File: config.mk
export PLATFORM = sky130hd
export DESIGN_NAME = ldms_mode_sequencer
export DESIGN_NICKNAME = d
export VERILOG_FILES = /design/src/ldms_pkg.sv /design/src/ldms_mode_sequencer.sv /design/src/ldms_sink_stagger.sv
export VERILOG_INCLUDE_DIRS = /design/src
export SDC_FILE = /design/constraint.sdc
export NUM_CORES = 1
export LEC_CHECK = 0
export ABC_AREA = 1
export BUFFER_PORTS_ARGS = -buffer_cell sky130_fd_sc_hd__clkbuf_2
export CORE_MARGIN = 4
export CORE_UTILIZATION = 50
export CTS_CLUSTER_SIZE = 28
export DETAILED_ROUTE_END_ITERATION = 16
export MAX_ROUTING_LAYER = met4
export PLACE_DENSITY = 0.68
export SYNTH_ARGS = -nofsm -noshare
export SYNTH_HDL_FRONTEND = slang
export SYNTH_SLANG_ARGS = --single-unit
File: constraint.sdc
create_clock -name sys_clk -period 4.1 [get_ports sys_clk]
set_input_delay 1.025 -clock sys_clk [delete_from_list [all_inputs] [get_ports sys_clk]]
set_output_delay 1.025 -clock sys_clk [all_outputs]
set_load 0.02 [all_outputs]
File: src/ldms_consts.svh
`ifndef LDMS_CONSTS_SVH
`define LDMS_CONSTS_SVH

// ************************************************************
// Clock and timing
// ************************************************************
`define LDMS_CLK_NS 100
`define LDMS_SOFT_MS 100
`define LDMS_SHORT_NS 6500
`define LDMS_STAGGER_NS 100
`define LDMS_DETECT_CYC 16

// ************************************************************
// Dimming pulse thresholds in switching clocks
// ************************************************************
`define LDMS_SHORT_PULSE_CLKS 5
`define LDMS_RESUME_CLKS 6
`define LDMS_ON_CNT_MAX 7

// ************************************************************
// Sizes and reset values
// ************************************************************
`define LDMS_CHANNELS 4
`define LDMS_UNUSED_RST 4'h0

`endif

File: src/ldms_pkg.sv
package ldms_pkg;

  // ************************************************************
  // Operating modes
  // ************************************************************
  typedef enum logic [2:0] {
    LDMS_SHUTDOWN,
    LDMS_DETECT,
    LDMS_SOFTSTART,
    LDMS_STANDBY1,
    LDMS_STANDBY2,
    LDMS_STANDBY3,
    LDMS_OPERATE
  } ldms_mode_t;

endpackage : ldms_pkg

File: src/ldms_mode_sequencer.sv
`timescale 1ns/10ps
`include "ldms_consts.svh"

// What this block does
// [RULE_01] Enable low holds shutdown, all halted.
// [RULE_02] Enable and dimming high run boost, sinks.
// [RULE_03] Enable rise detects unused sinks, disables them.
// [RULE_04] Two or more unused stop staggered turn-on.
// [RULE_05] Soft start regulates overvoltage sense at 95%.
// [RULE_06] Soft start lasts at most 100 ms.
// [RULE_07] Soft start ends at first of three events.
// [RULE_08] Soft start done, dimming low: stand-by one.
// [RULE_09] Short pulses: stand-by two, boost on, sinks off.
// [RULE_10] Long pulses: stand-by three, boost off.
// [RULE_11] Operation regulates lowest active sink pin.
// [RULE_12] Short comparator qualified after 6.5 us.
// [RULE_13] Back to sink regulation needs six clocks.
// [RULE_14] Stagger delays each active channel 100 ns.
// [RULE_15] On-time counted in switching clocks after rise.
module ldms_mode_sequencer
  import ldms_pkg::*;
#(
  parameter int CHANNELS = `LDMS_CHANNELS,
  parameter int SOFT_CYCLES = `LDMS_SOFT_MS * 1000000 / `LDMS_CLK_NS,
  parameter int DETECT_CYCLES = `LDMS_DETECT_CYC,
  parameter int SHORT_CYCLES = (`LDMS_SHORT_NS + `LDMS_CLK_NS - 1) / `LDMS_CLK_NS
) (
  input wire logic sys_clk,
  input wire logic sys_rst,
  input wire logic chipEnable,
  input wire logic dimming_pwm_input,
  input wire logic switchOscClock,
  input wire logic [CHANNELS-1:0] sinkPinGrounded,
  input wire logic boostAtSenseTarget,
  input wire logic minSinkAtTarget,
  input wire logic [CHANNELS-1:0] shortCompRaw,
  output ldms_mode_t operatingMode,
  output logic boostEnable,
  output logic feedbackMinSink,
  output logic [CHANNELS-1:0] channelActive,
  output logic staggerEnable,
  output logic [CHANNELS-1:0] led_sink_channel,
  output logic [CHANNELS-1:0] shortQualified
);

  localparam int SYNC_W = 5 + 2 * CHANNELS;
  localparam int SOFT_W = $clog2(SOFT_CYCLES + 1);
  localparam int DET_W = $clog2(DETECT_CYCLES + 1);
  localparam int SHORT_W = $clog2(SHORT_CYCLES + 1);
  localparam logic [2:0] SHORT_CLKS = 3'(`LDMS_SHORT_PULSE_CLKS);
  localparam logic [2:0] RESUME_CLKS = 3'(`LDMS_RESUME_CLKS);
  localparam logic [2:0] ON_MAX = 3'(`LDMS_ON_CNT_MAX);

  // ************************************************************
  // Pin synchronisers
  // ************************************************************
  // Every pin is asynchronous to sys_clk, so all pass two flops.
  logic [SYNC_W-1:0] syncA_r;
  logic [SYNC_W-1:0] syncB_r;
  logic [SYNC_W-1:0] pinVec;
  logic enS;
  logic dimS;
  logic oscS;
  logic senseS;
  logic minS;
  logic [CHANNELS-1:0] groundedS;
  logic [CHANNELS-1:0] shortS;

  assign pinVec = {shortCompRaw, sinkPinGrounded, minSinkAtTarget, boostAtSenseTarget,
                   switchOscClock, dimming_pwm_input, chipEnable};

  always_ff @(posedge sys_clk or posedge sys_rst) begin
    if (sys_rst) begin
      syncA_r <= '0;
      syncB_r <= '0;
    end else begin
      syncA_r <= pinVec;
      syncB_r <= syncA_r;
    end
  end

  assign enS = syncB_r[0];
  assign dimS = syncB_r[1];
  assign oscS = syncB_r[2];
  assign senseS = syncB_r[3];
  assign minS = syncB_r[4];
  assign groundedS = syncB_r[5 +: CHANNELS];
  assign shortS = syncB_r[5 + CHANNELS +: CHANNELS];

  // ************************************************************
  // Dimming on-time measurement
  // ************************************************************
  // The count saturates, since only the 5 and 6 clock thresholds matter.
  logic oscPrev_r;
  logic dimPrev_r;
  logic [2:0] onCount_r;
  logic [2:0] onCount_nxt;
  logic oscTick;
  logic dimRise;
  logic dimFall;

  assign oscTick = oscS && !oscPrev_r;
  assign dimRise = dimS && !dimPrev_r;
  assign dimFall = !dimS && dimPrev_r;

  always_comb begin
    onCount_nxt = onCount_r;
    // [RULE_15] Count switching clocks.
    if (dimRise) begin
      onCount_nxt = 3'h0;
    end else if (dimS && oscTick && onCount_r != ON_MAX) begin
      onCount_nxt = onCount_r + 3'h1;
    end
  end

  always_ff @(posedge sys_clk or posedge sys_rst) begin
    if (sys_rst) begin
      oscPrev_r <= 1'b0;
      dimPrev_r <= 1'b0;
      onCount_r <= 3'h0;
    end else begin
      oscPrev_r <= oscS;
      dimPrev_r <= dimS;
      onCount_r <= onCount_nxt;
    end
  end

  // ************************************************************
  // Mode state machine
  // ************************************************************
  ldms_mode_t state_r;
  ldms_mode_t state_nxt;
  logic [SOFT_W-1:0] softCnt_r;
  logic [SOFT_W-1:0] softCnt_nxt;
  logic [DET_W-1:0] detCnt_r;
  logic [DET_W-1:0] detCnt_nxt;
  logic [CHANNELS-1:0] unused_r;
  logic [CHANNELS-1:0] unused_nxt;
  logic fbMin_r;
  logic fbMin_nxt;
  logic pulseSeen_r;
  logic pulseSeen_nxt;
  logic running;
  logic softDone;

  assign running = (state_r == LDMS_STANDBY1) || (state_r == LDMS_STANDBY2) ||
                   (state_r == LDMS_STANDBY3) || (state_r == LDMS_OPERATE);
  // [RULE_07] Three soft start exits.
  assign softDone = senseS || (dimS && minS) || (softCnt_r == SOFT_W'(SOFT_CYCLES - 1));

  always_comb begin
    state_nxt = state_r;
    softCnt_nxt = softCnt_r;
    detCnt_nxt = detCnt_r;
    unused_nxt = unused_r;
    fbMin_nxt = fbMin_r;
    pulseSeen_nxt = pulseSeen_r;
    case (state_r)
      LDMS_SHUTDOWN: begin
        detCnt_nxt = '0;
        // [RULE_03] Detection first on enable.
        if (enS) begin
          state_nxt = LDMS_DETECT;
        end
      end
      LDMS_DETECT: begin
        detCnt_nxt = detCnt_r + DET_W'(1);
        // [RULE_03] Latch grounded pins.
        if (detCnt_r == DET_W'(DETECT_CYCLES - 1)) begin
          unused_nxt = groundedS;
          softCnt_nxt = '0;
          state_nxt = LDMS_SOFTSTART;
        end
      end
      LDMS_SOFTSTART: begin
        // [RULE_06] Bounded soft start.
        softCnt_nxt = softCnt_r + SOFT_W'(1);
        // [RULE_08] Exit to stand-by one.
        if (softDone) begin
          state_nxt = dimS ? LDMS_OPERATE : LDMS_STANDBY1;
        end
      end
      default: begin
        if (dimFall) begin
          pulseSeen_nxt = 1'b1;
        end
        // [RULE_13] Six clocks to resume.
        if (dimS && !fbMin_r && onCount_r >= RESUME_CLKS) begin
          fbMin_nxt = 1'b1;
        end else if (dimFall && fbMin_r && onCount_r < SHORT_CLKS) begin
          fbMin_nxt = 1'b0;
        end
        // [RULE_09] Stand-by two or three.
        if (dimS) begin
          state_nxt = LDMS_OPERATE;
        end else if (!(pulseSeen_r || dimFall)) begin
          state_nxt = LDMS_STANDBY1;
        end else if (fbMin_nxt) begin
          state_nxt = LDMS_STANDBY3;
        end else begin
          state_nxt = LDMS_STANDBY2;
        end
      end
    endcase
    // [RULE_01] Enable low forces shutdown.
    if (!enS) begin
      state_nxt = LDMS_SHUTDOWN;
      unused_nxt = `LDMS_UNUSED_RST;
      fbMin_nxt = 1'b0;
      pulseSeen_nxt = 1'b0;
      softCnt_nxt = '0;
    end
  end

  always_ff @(posedge sys_clk or posedge sys_rst) begin
    if (sys_rst) begin
      state_r <= LDMS_SHUTDOWN;
      softCnt_r <= '0;
      detCnt_r <= '0;
      unused_r <= `LDMS_UNUSED_RST;
      fbMin_r <= 1'b0;
      pulseSeen_r <= 1'b0;
    end else begin
      state_r <= state_nxt;
      softCnt_r <= softCnt_nxt;
      detCnt_r <= detCnt_nxt;
      unused_r <= unused_nxt;
      fbMin_r <= fbMin_nxt;
      pulseSeen_r <= pulseSeen_nxt;
    end
  end

  // ************************************************************
  // Mode outputs
  // ************************************************************
  logic [2:0] unusedCount;

  always_comb begin
    unusedCount = 3'h0;
    for (int i = 0; i < CHANNELS; i++) begin
      unusedCount = unusedCount + 3'(unused_r[i]);
    end
  end

  assign operatingMode = state_r;
  // [RULE_02] Boost runs in operation.
  // [RULE_10] Stand-by three stops the boost.
  assign boostEnable = (state_r == LDMS_SOFTSTART) || (state_r == LDMS_STANDBY1) ||
                       (state_r == LDMS_STANDBY2) || (state_r == LDMS_OPERATE);
  // [RULE_05] Soft start uses overvoltage sense.
  // [RULE_11] Operation regulates lowest sink.
  assign feedbackMinSink = running && fbMin_r;
  assign channelActive = ~unused_r;
  // [RULE_04] Stagger off for two unused.
  assign staggerEnable = unusedCount < 3'h2;

  ldms_sink_stagger #(
    .CHANNELS(CHANNELS)
  ) u_stagger (
    .sys_clk(sys_clk),
    .sys_rst(sys_rst),
    .sinkRequest(state_r == LDMS_OPERATE),
    .channelActive(channelActive),
    .staggerEnable(staggerEnable),
    .sinkOn(led_sink_channel)
  );

  // ************************************************************
  // Short comparator qualification
  // ************************************************************
  // Shorts are only judged while regulating the lowest sink pin; at the 95% target the
  // sink voltages are not meaningful.
  genvar ch;
  generate
    for (ch = 0; ch < CHANNELS; ch++) begin : g_short
      logic [SHORT_W-1:0] cnt_r;
      logic [SHORT_W-1:0] cnt_nxt;
      logic qual_r;
      logic qual_nxt;
      always_comb begin
        cnt_nxt = '0;
        qual_nxt = 1'b0;
        // [RULE_12] Qualification delay.
        if (shortS[ch] && channelActive[ch] && state_r == LDMS_OPERATE && fbMin_r) begin
          if (cnt_r == SHORT_W'(SHORT_CYCLES)) begin
            cnt_nxt = cnt_r;
            qual_nxt = 1'b1;
          end else begin
            cnt_nxt = cnt_r + SHORT_W'(1);
          end
        end
      end
      always_ff @(posedge sys_clk or posedge sys_rst) begin
        if (sys_rst) begin
          cnt_r <= '0;
          qual_r <= 1'b0;
        end else begin
          cnt_r <= cnt_nxt;
          qual_r <= qual_nxt;
        end
      end
      assign shortQualified[ch] = qual_r;
    end
  endgenerate

  // ************************************************************
  // Checks
  // ************************************************************
  a_shutdown_hold: assert property (@(posedge sys_clk) disable iff (sys_rst) // [RULE_01]
    !enS |=> (state_r == LDMS_SHUTDOWN && !boostEnable && led_sink_channel == '0))
    else $error("Enable low did not hold shutdown.");

  a_operate_runs: assert property (@(posedge sys_clk) disable iff (sys_rst) // [RULE_02]
    (state_r == LDMS_OPERATE) |-> (boostEnable && dimPrev_r))
    else $error("Operation without boost or dimming.");

  a_detect_first: assert property (@(posedge sys_clk) disable iff (sys_rst) // [RULE_03]
    (state_r == LDMS_SHUTDOWN && enS) |=> (state_r == LDMS_DETECT || !$past(enS)))
    else $error("Enable rise skipped unused detection.");

  a_unused_off: assert property (@(posedge sys_clk) disable iff (sys_rst) // [RULE_03]
    (led_sink_channel & unused_r) == '0)
    else $error("Unused channel was driven.");

  a_stagger_off: assert property (@(posedge sys_clk) disable iff (sys_rst) // [RULE_04]
    (unusedCount >= 3'h2) |-> !staggerEnable)
    else $error("Stagger left on with two unused channels.");

  a_soft_target: assert property (@(posedge sys_clk) disable iff (sys_rst) // [RULE_05]
    (state_r == LDMS_SOFTSTART) |-> (boostEnable && !feedbackMinSink))
    else $error("Soft start not on overvoltage target.");

  a_soft_bound: assert property (@(posedge sys_clk) disable iff (sys_rst) // [RULE_06]
    (state_r == LDMS_SOFTSTART) |-> (softCnt_r < SOFT_W'(SOFT_CYCLES)))
    else $error("Soft start overran its limit.");

  a_soft_exit: assert property (@(posedge sys_clk) disable iff (sys_rst) // [RULE_07]
    (state_r == LDMS_SOFTSTART && enS && senseS && !dimS) |=> (state_r == LDMS_STANDBY1))
    else $error("Soft start did not end on overvoltage target.");

  a_standby_two: assert property (@(posedge sys_clk) disable iff (sys_rst) // [RULE_09]
    (state_r == LDMS_STANDBY2) |-> (boostEnable && !feedbackMinSink && led_sink_channel == '0))
    else $error("Stand-by two outputs wrong.");

  a_standby_three: assert property (@(posedge sys_clk) disable iff (sys_rst) // [RULE_10]
    (state_r == LDMS_STANDBY3) |-> (!boostEnable && fbMin_r))
    else $error("Stand-by three left the boost running.");

  a_resume_six: assert property (@(posedge sys_clk) disable iff (sys_rst) // [RULE_13]
    (running && $rose(fbMin_r)) |-> ($past(onCount_r) >= RESUME_CLKS))
    else $error("Sink regulation resumed before six clocks.");

  a_short_qual: assert property (@(posedge sys_clk) disable iff (sys_rst) // [RULE_12]
    $rose(shortQualified[1]) |-> $past(g_short[1].cnt_r) == SHORT_W'(SHORT_CYCLES))
    else $error("Short qualified before its delay.");

endmodule : ldms_mode_sequencer

File: src/ldms_sink_stagger.sv
`timescale 1ns/10ps
`include "ldms_consts.svh"

module ldms_sink_stagger
  import ldms_pkg::*;
#(
  parameter int CHANNELS = `LDMS_CHANNELS,
  parameter int STEP_CYCLES = (`LDMS_STAGGER_NS + `LDMS_CLK_NS - 1) / `LDMS_CLK_NS
) (
  input wire logic sys_clk,
  input wire logic sys_rst,
  input wire logic sinkRequest,
  input wire logic [CHANNELS-1:0] channelActive,
  input wire logic staggerEnable,
  output logic [CHANNELS-1:0] sinkOn
);

  // ************************************************************
  // Per-channel turn-on chain
  // ************************************************************
  // Each channel passes its start token on; an inactive channel forwards it at once,
  // so only operating channels add a step of delay.
  logic [CHANNELS:0] token;
  assign token[0] = sinkRequest;

  genvar ch;
  generate
    for (ch = 0; ch < CHANNELS; ch++) begin : g_ch
      logic [STEP_CYCLES-1:0] dly_r;
      logic [STEP_CYCLES-1:0] dly_nxt;
      logic ready;
      always_comb begin
        dly_nxt = STEP_CYCLES'({dly_r, token[ch]});
        if (!sinkRequest) begin
          dly_nxt = '0;
        end
      end
      always_ff @(posedge sys_clk or posedge sys_rst) begin
        if (sys_rst) begin
          dly_r <= '0;
        end else begin
          dly_r <= dly_nxt;
        end
      end
      // [RULE_14] Step delay per channel.
      assign ready = staggerEnable ? dly_r[STEP_CYCLES-1] : token[ch];
      assign sinkOn[ch] = sinkRequest && channelActive[ch] && ready;
      assign token[ch+1] = channelActive[ch] ? sinkOn[ch] : token[ch];
    end
  endgenerate

  a_stagger_step: assert property (@(posedge sys_clk) disable iff (sys_rst) // [RULE_14]
    (staggerEnable && (&channelActive[2:1]) && $rose(sinkOn[2])) |-> $past(sinkOn[1]))
    else $error("Third channel turned on without a step after the second.");

endmodule : ldms_sink_stagger

# == After elaboration in Yosys (flattened, before gate mapping) ==
# Index checks and enable logic that the tools add are counted.
# totals
register_bits,101
in_bits,15
word_cells,165
# classes
addsub,10
n_lt_le_gt_ge,3
eq_ne,24
n_mux,52
bitwise,1
n_reduce_logical,52
# op_table
cell,count
two-way mux 7 bit,8
two-way mux 20 bit,2
one-hot mux 20 bit (2 select lines),1
logical AND 1 bit,31
"adder 7 x 1 -> 7 bit, second input constant",4
"equality test 7 bit, second input constant",4
two-way mux 1 bit,28
two-way mux 3 bit,8
"adder 20 x 1 -> 20 bit, second input constant",1
"equality test 20 bit, second input constant",1
two-way mux 4 bit,3
"!= test 2 bit, second input constant",5
one-hot mux 5 bit (2 select lines),1
"equality test 3 bit, second input constant",3
logical OR 1 bit,9
"!= test 3 bit, second input constant",3
one-hot mux 3 bit (3 select lines),1
AND reduction 2 bit,4
"equality test 3 x 2 -> 1 bit, second input constant",2
"!= test 2 x 1 -> 1 bit, second input constant",3
"adder 5 x 1 -> 5 bit, second input constant",1
"equality test 5 x 4 -> 1 bit, second input constant",1
zero test 1 bit,4
inverter 4 bit,1
12 further kinds,13

# == Logic depth before layout (Yosys ltp) ==
# logic_depth
depth_word,15
mapped_depth,11
depth_no_buf,11

# == Hierarchy ==
# Synthesis repeated with hierarchy kept, for this count alone.
# unflattened
cells_unflattened,555
hier_area_um2,4785.8
# by_module_without_submodules
module,instances,cells_per_inst,area_each_um2,seq_area_each_um2
ldms_mode_sequencer,1,531,4574.4,2427.3
ldms_sink_stagger,1,24,211.5,100.1

# == Worst setup path after synthesis ==
# OpenSTA, ideal clock, no wires.
# synth_path
kind,register -> output
start,register unused_r[0]
end,output led_sink_channel[2]
arrival_time_ns,1.821
required_ns,3.075
setup_slack_ns,1.254
path_stages_with_launch,6
n_path_buf,0
path_cell_list,dfrtp_1 -> fa_1 -> a21oi_1 -> inv_1 -> o21ai_0 -> inv_1
# synth_via
elab_chain_cells,12
word_cells_on_any_way,14
cone_classes,add/sub (3); order compare (1); mux (5); bitwise (1); reduce/logical (4)
# synth_lines
element,line,rtl
from (decl),ldms_mode_sequencer.sv:137,logic [CHANNELS-1:0] unused_r;
from (signal assigned),ldms_mode_sequencer.sv:220,unused_r <= `LDMS_UNUSED_RST;
from (signal assigned),ldms_mode_sequencer.sv:227,unused_r <= unused_nxt;
adder 1 x 1 -> 2 bit (*),ldms_mode_sequencer.sv:241,unusedCount = unusedCount + 3'(unused_r[i]);
adder 2 x 1 -> 3 bit (*),ldms_mode_sequencer.sv:241,
adder 3 x 1 -> 3 bit (*),ldms_mode_sequencer.sv:241,
less-than comparator 3 x 2 -> 1 bit (*),ldms_mode_sequencer.sv:255,assign staggerEnable = unusedCount < 3'h2;
net staggerEnable,ldms_mode_sequencer.sv:41,"output logic staggerEnable,"
two-way mux 1 bit,ldms_sink_stagger.sv:46,assign ready = staggerEnable ? dly_r[STEP_CYCLES-1] : token[ch];
logical AND 1 bit,ldms_sink_stagger.sv:47,assign sinkOn[ch] = sinkRequest && channelActive[ch] && ready;
two-way mux 1 bit,ldms_sink_stagger.sv:48,assign token[ch+1] = channelActive[ch] ? sinkOn[ch] : token[ch];
two-way mux 1 bit,ldms_sink_stagger.sv:46,
logical AND 1 bit,ldms_sink_stagger.sv:47,
two-way mux 1 bit,ldms_sink_stagger.sv:48,
two-way mux 1 bit (*),ldms_sink_stagger.sv:46,
logical AND 1 bit (*),ldms_sink_stagger.sv:47,
to (decl),ldms_mode_sequencer.sv:42,"output logic [CHANNELS-1:0] led_sink_channel,"
# Mark *: on every way through the listed nets, which the timed path passes. The rest lies on a longest branch.

# == Worst setup path after layout ==
# layout_path
start,register unused_r[0]
end,output led_sink_channel[2]
# layout_via
elab_chain_cells,12
word_cells_on_any_way,14
cone_classes,add/sub (3); order compare (1); mux (5); bitwise (1); reduce/logical (4)
# layout_lines
element,line
adder 1 x 1 -> 2 bit,ldms_mode_sequencer.sv:241
adder 2 x 1 -> 3 bit,ldms_mode_sequencer.sv:241
adder 3 x 1 -> 3 bit,ldms_mode_sequencer.sv:241
less-than comparator 3 x 2 -> 1 bit,ldms_mode_sequencer.sv:255
two-way mux 1 bit,ldms_sink_stagger.sv:46
logical AND 1 bit,ldms_sink_stagger.sv:47
two-way mux 1 bit,ldms_sink_stagger.sv:48
two-way mux 1 bit,ldms_sink_stagger.sv:46
logical AND 1 bit,ldms_sink_stagger.sv:47
two-way mux 1 bit,ldms_sink_stagger.sv:48
two-way mux 1 bit (*),ldms_sink_stagger.sv:46
logical AND 1 bit (*),ldms_sink_stagger.sv:47
# Mark *: on every way between the ends. The rest lies on a longest branch, timed or not.

==> flow_summary_export.csv <==
group,metric,value,unit
placement,place_worst_setup_slack,1280,ps
cts,htreeDepth,3,
drt,wire_per_inst,13.4,µm
floorplan,initial_core_util,0.513,
setup_path,start_kind,"flip-flop",
floorplan,die_area,11100,µm²
yosys,synth_edf_count,0,
timing,finClkSkew,13.7,ps
drt,ant_nets,0,
setup_path,rr_startpoint,"syncB_r[0]$_DFF_PP0_",
pwr,combPwrFrac,0.231,
timing,fmax,309,MHz
grt,grt_pass1_vias,3590,
final_layout,area_growth,9.75,%
cts,ctsLongestPathBuffers,2,
setup_path,cp_data_arrival_time,2210,ps
final_layout,ff_latch_area,2530,µm²
grt,grt_max_degree,102,
placement,numPortBuffers,32,
drt,viasPerCell,5.34,
timing,setup_viol,0,
grt,antenna_found_initial,0,
final_layout,final.fill_count,828,
placement,gp_congestion,0.931,
worst_hold_path,hp-start,"syncA_r[4]$_DFF_PP0_",
cts,worst_setup_hold_path_clk_slew,100,ps
floorplan,fp.dieH,105,µm
pwr,switching_share,0.349,
yosys,syn_nets,559,
yosys,synth.distinct_cells,41,
pwr,vdd_drop_max,0.227,mV
timing,hold_violations,0,
cts,postCtsHoldBufs,0,
final_layout,drive_gt1_frac,0.133,
yosys,synthFlopType,"dfrtp_1",
drt,drc,0,
yosys,async_reset_ff_frac,1.00,
timing,tightest_slew,848,ps
timing,period_minus_slack,3240,ps
floorplan,rows,35,
timing,final.setup.worst_slack,864,ps
pwr,p_switching,0.809,mW
final_layout,diodes,0,
drt,dr.first_iter.drc_count,209,
drt,vias,3643,
worst_hold_path,hp-class,"reg2reg",
grt,grt_overflow,0,
setup_path,worstPathMaxFanout,4,
pwr,intPower,1.51,mW
grt,track_usage,0.185,
floorplan,coreArea,9200,µm²
pwr,clockPowerShare,0.273,
placement,dp_cells,666,
timing,maxSlewViolCount,0,
cts,cts-root-buf,"clkbuf_8",
cts,postCtsSetupBuffers,0,
placement,dp_hpwl,6440,µm
pwr,power_density,448,nW/µm²
cts,clock_sinks,101,
final_layout,layoutNonFillerInstCount,682,
setup_path,crit_start,"unused_r[0]$_DFFE_PP0P_",
yosys,syn_inst,530,
final_layout,multi_input_area,1850,µm²
setup_path,worstPathRequired,3070,ps
status,status,"finished clean",
yosys,syn_area_per_cell,8.91,µm²
drt,drtPass1Iterations,4,
pwr,p_leak,2.40,nW
timing,rsz0062_at_grt,"false",
cts,cts_made_buffers,9,
timing,tns,0,ps
timing,finalCritPeriodShare,0.789,
floorplan,die_width,105,µm
yosys,yosys_warnings,0,
cts,cts_resized,0,
flow_run,cap_violations,0,
floorplan,ios,33,
setup_path,critical_path_class,"reg2out",
drt,drt_wl_total,9140,µm
grt,grt_pass1_wl,16200,µm
yosys,ys_ff_latch,101,
pwr,seq_power_share,0.496,
yosys,seq_area_frac_synth,0.535,
final_layout,fin_nets,595,
cts,clock_latency,370,ps
cts,tritoncts,"built",
setup_path,cp-end-kind,"output port",
yosys,mappedNetlistArea,4720,µm²
timing,relSlewSlack,0.435,
-- flip-flops by register name (all words and copies together) (netlist names), 3 cells and up --
| signal | count |
|---|---|
| g_short.cnt_r | 28 |
| softCnt_r | 20 |
| syncA_r | 13 |
| syncB_r | 13 |
| detCnt_r | 5 |
| g_short.qual_r | 4 |
| u_stagger.g_ch.dly_r | 4 |
| unused_r | 4 |
| onCount_r | 3 |
| operatingMode | 3 |
-- metrics by stage --
stage | util | area [µm²] | hold WS [ps] | power, mW
finish | 0.563 | 5180 | 353 | 2.32
global route | 0.563 | 5180 | 363 | 2.47
global placement | 0.542 | 4980 | 332 | 1.69
CTS | 0.563 | 5180 | 351 | 2.35
floorplan | - | 4720 | 331 | 1.55
detailed placement | 0.542 | 4980 | 335 | 1.71
-- cells by family (layout without fill, tap and decap cells) --
group,Yosys count,after routing,share of synthesized area
simple gates,254,254,0.256
flops,101,101,0.535
compound gates,72,72,0.0856
buf+inv,82,123,0.0718
xor+xnor,7,7,0.0130
fa+ha+maj,14,14,0.0387
-- worst paths after layout --
kind,slack (ps),to,cells after the start
hold / removal,350,syncB_r[4]$_DFF_PP0_,0
min in group asynchronous,770,softCnt_r[19]$_DFFE_PP0P_,3
hold reg to reg,350,syncB_r[4]$_DFF_PP0_,0
setup / recovery,860,led_sink_channel[2],6
setup reg to reg,2100,operatingMode[2]$_DFFE_PP0P_,7
max in group asynchronous,2940,syncA_r[11]$_DFF_PP0_,3
-- power by group through the flow --
stage               logic (mW)  registers [mW]  clock network [mW]
floorplan                0.389            1.16                   0
global placement         0.530            1.16                   0
detailed placement       0.541            1.17                   0
CTS                      0.543            1.15               0.657
global route             0.601            1.17               0.702
finish                   0.536            1.15               0.632
-- cells in the final DEF (no fill, tap or decap), types with 2 or more instances in the layout --
cell type	n
a211oi_1	4
a31oi_1	2
nand3_1	40
and2_1	2
nand4_1	23
clkbuf_2	32
nand3_2	5
o21ai_0	25
dfrtp_1	101
nor2_2	3
o21ai_1	10
inv_1	67
and3_1	2
nand2_1	90
xnor2_1	4
ha_1	13
nor3_1	12
inv_2	5
a21oi_2	4
clkinvlp_4	2
nor3b_1	3
clkbuf_8	10
nor2_4	3
nand4_2	3
a21oi_1	21
xor2_1	3
nor2_1	63
-- cells in the mapped netlist, types with 3 or more instances --
master | number | area, µm²
a211oi_1 | 4 | 30.0
a21oi_1 | 21 | 105
a21oi_2 | 4 | 35.0
buf_4 | 4 | 30.0
dfrtp_1 | 101 | 2530
ha_1 | 13 | 163
inv_1 | 68 | 255
inv_2 | 5 | 18.8
nand2_1 | 90 | 338
nand3_1 | 40 | 200
nand3_2 | 5 | 50.1
nand4_1 | 23 | 144
nand4_2 | 3 | 37.5
nor2_1 | 63 | 236
nor2_2 | 3 | 18.8
nor2_4 | 3 | 33.8
nor3_1 | 12 | 60.1
nor3b_1 | 3 | 22.5
o21ai_0 | 25 | 125
o21ai_1 | 10 | 50.1
xnor2_1 | 4 | 35.0
xor2_1 | 3 | 26.3
-- routing by layer --
metal	global-route usage	share of wire
met2	0.302	0.47
met4	0.0590	0.012
met1	0.232	0.48
met3	0.0383	0.034
met5	-	0
-- worst max-delay path, stage by stage, from the launching register on --
cell and delay (ps):
dfrtp_1 450, fa_1 500, a21oi_1 320, inv_1 110, o21ai_0 230, inv_1 70, clkbuf_2 160
-- cell type report --
cell class | instances | share of cell area
multi-input combinational | 347 | 0.358
clock buffer | 11 | 0.0273
tap | 111 | 0.0268
timing repair buffer | 33 | 0.0348
inverter | 74 | 0.0541
clock inverter | 5 | 0.0113
sequential | 101 | 0.488
Power figures use the tool's default switching activity.
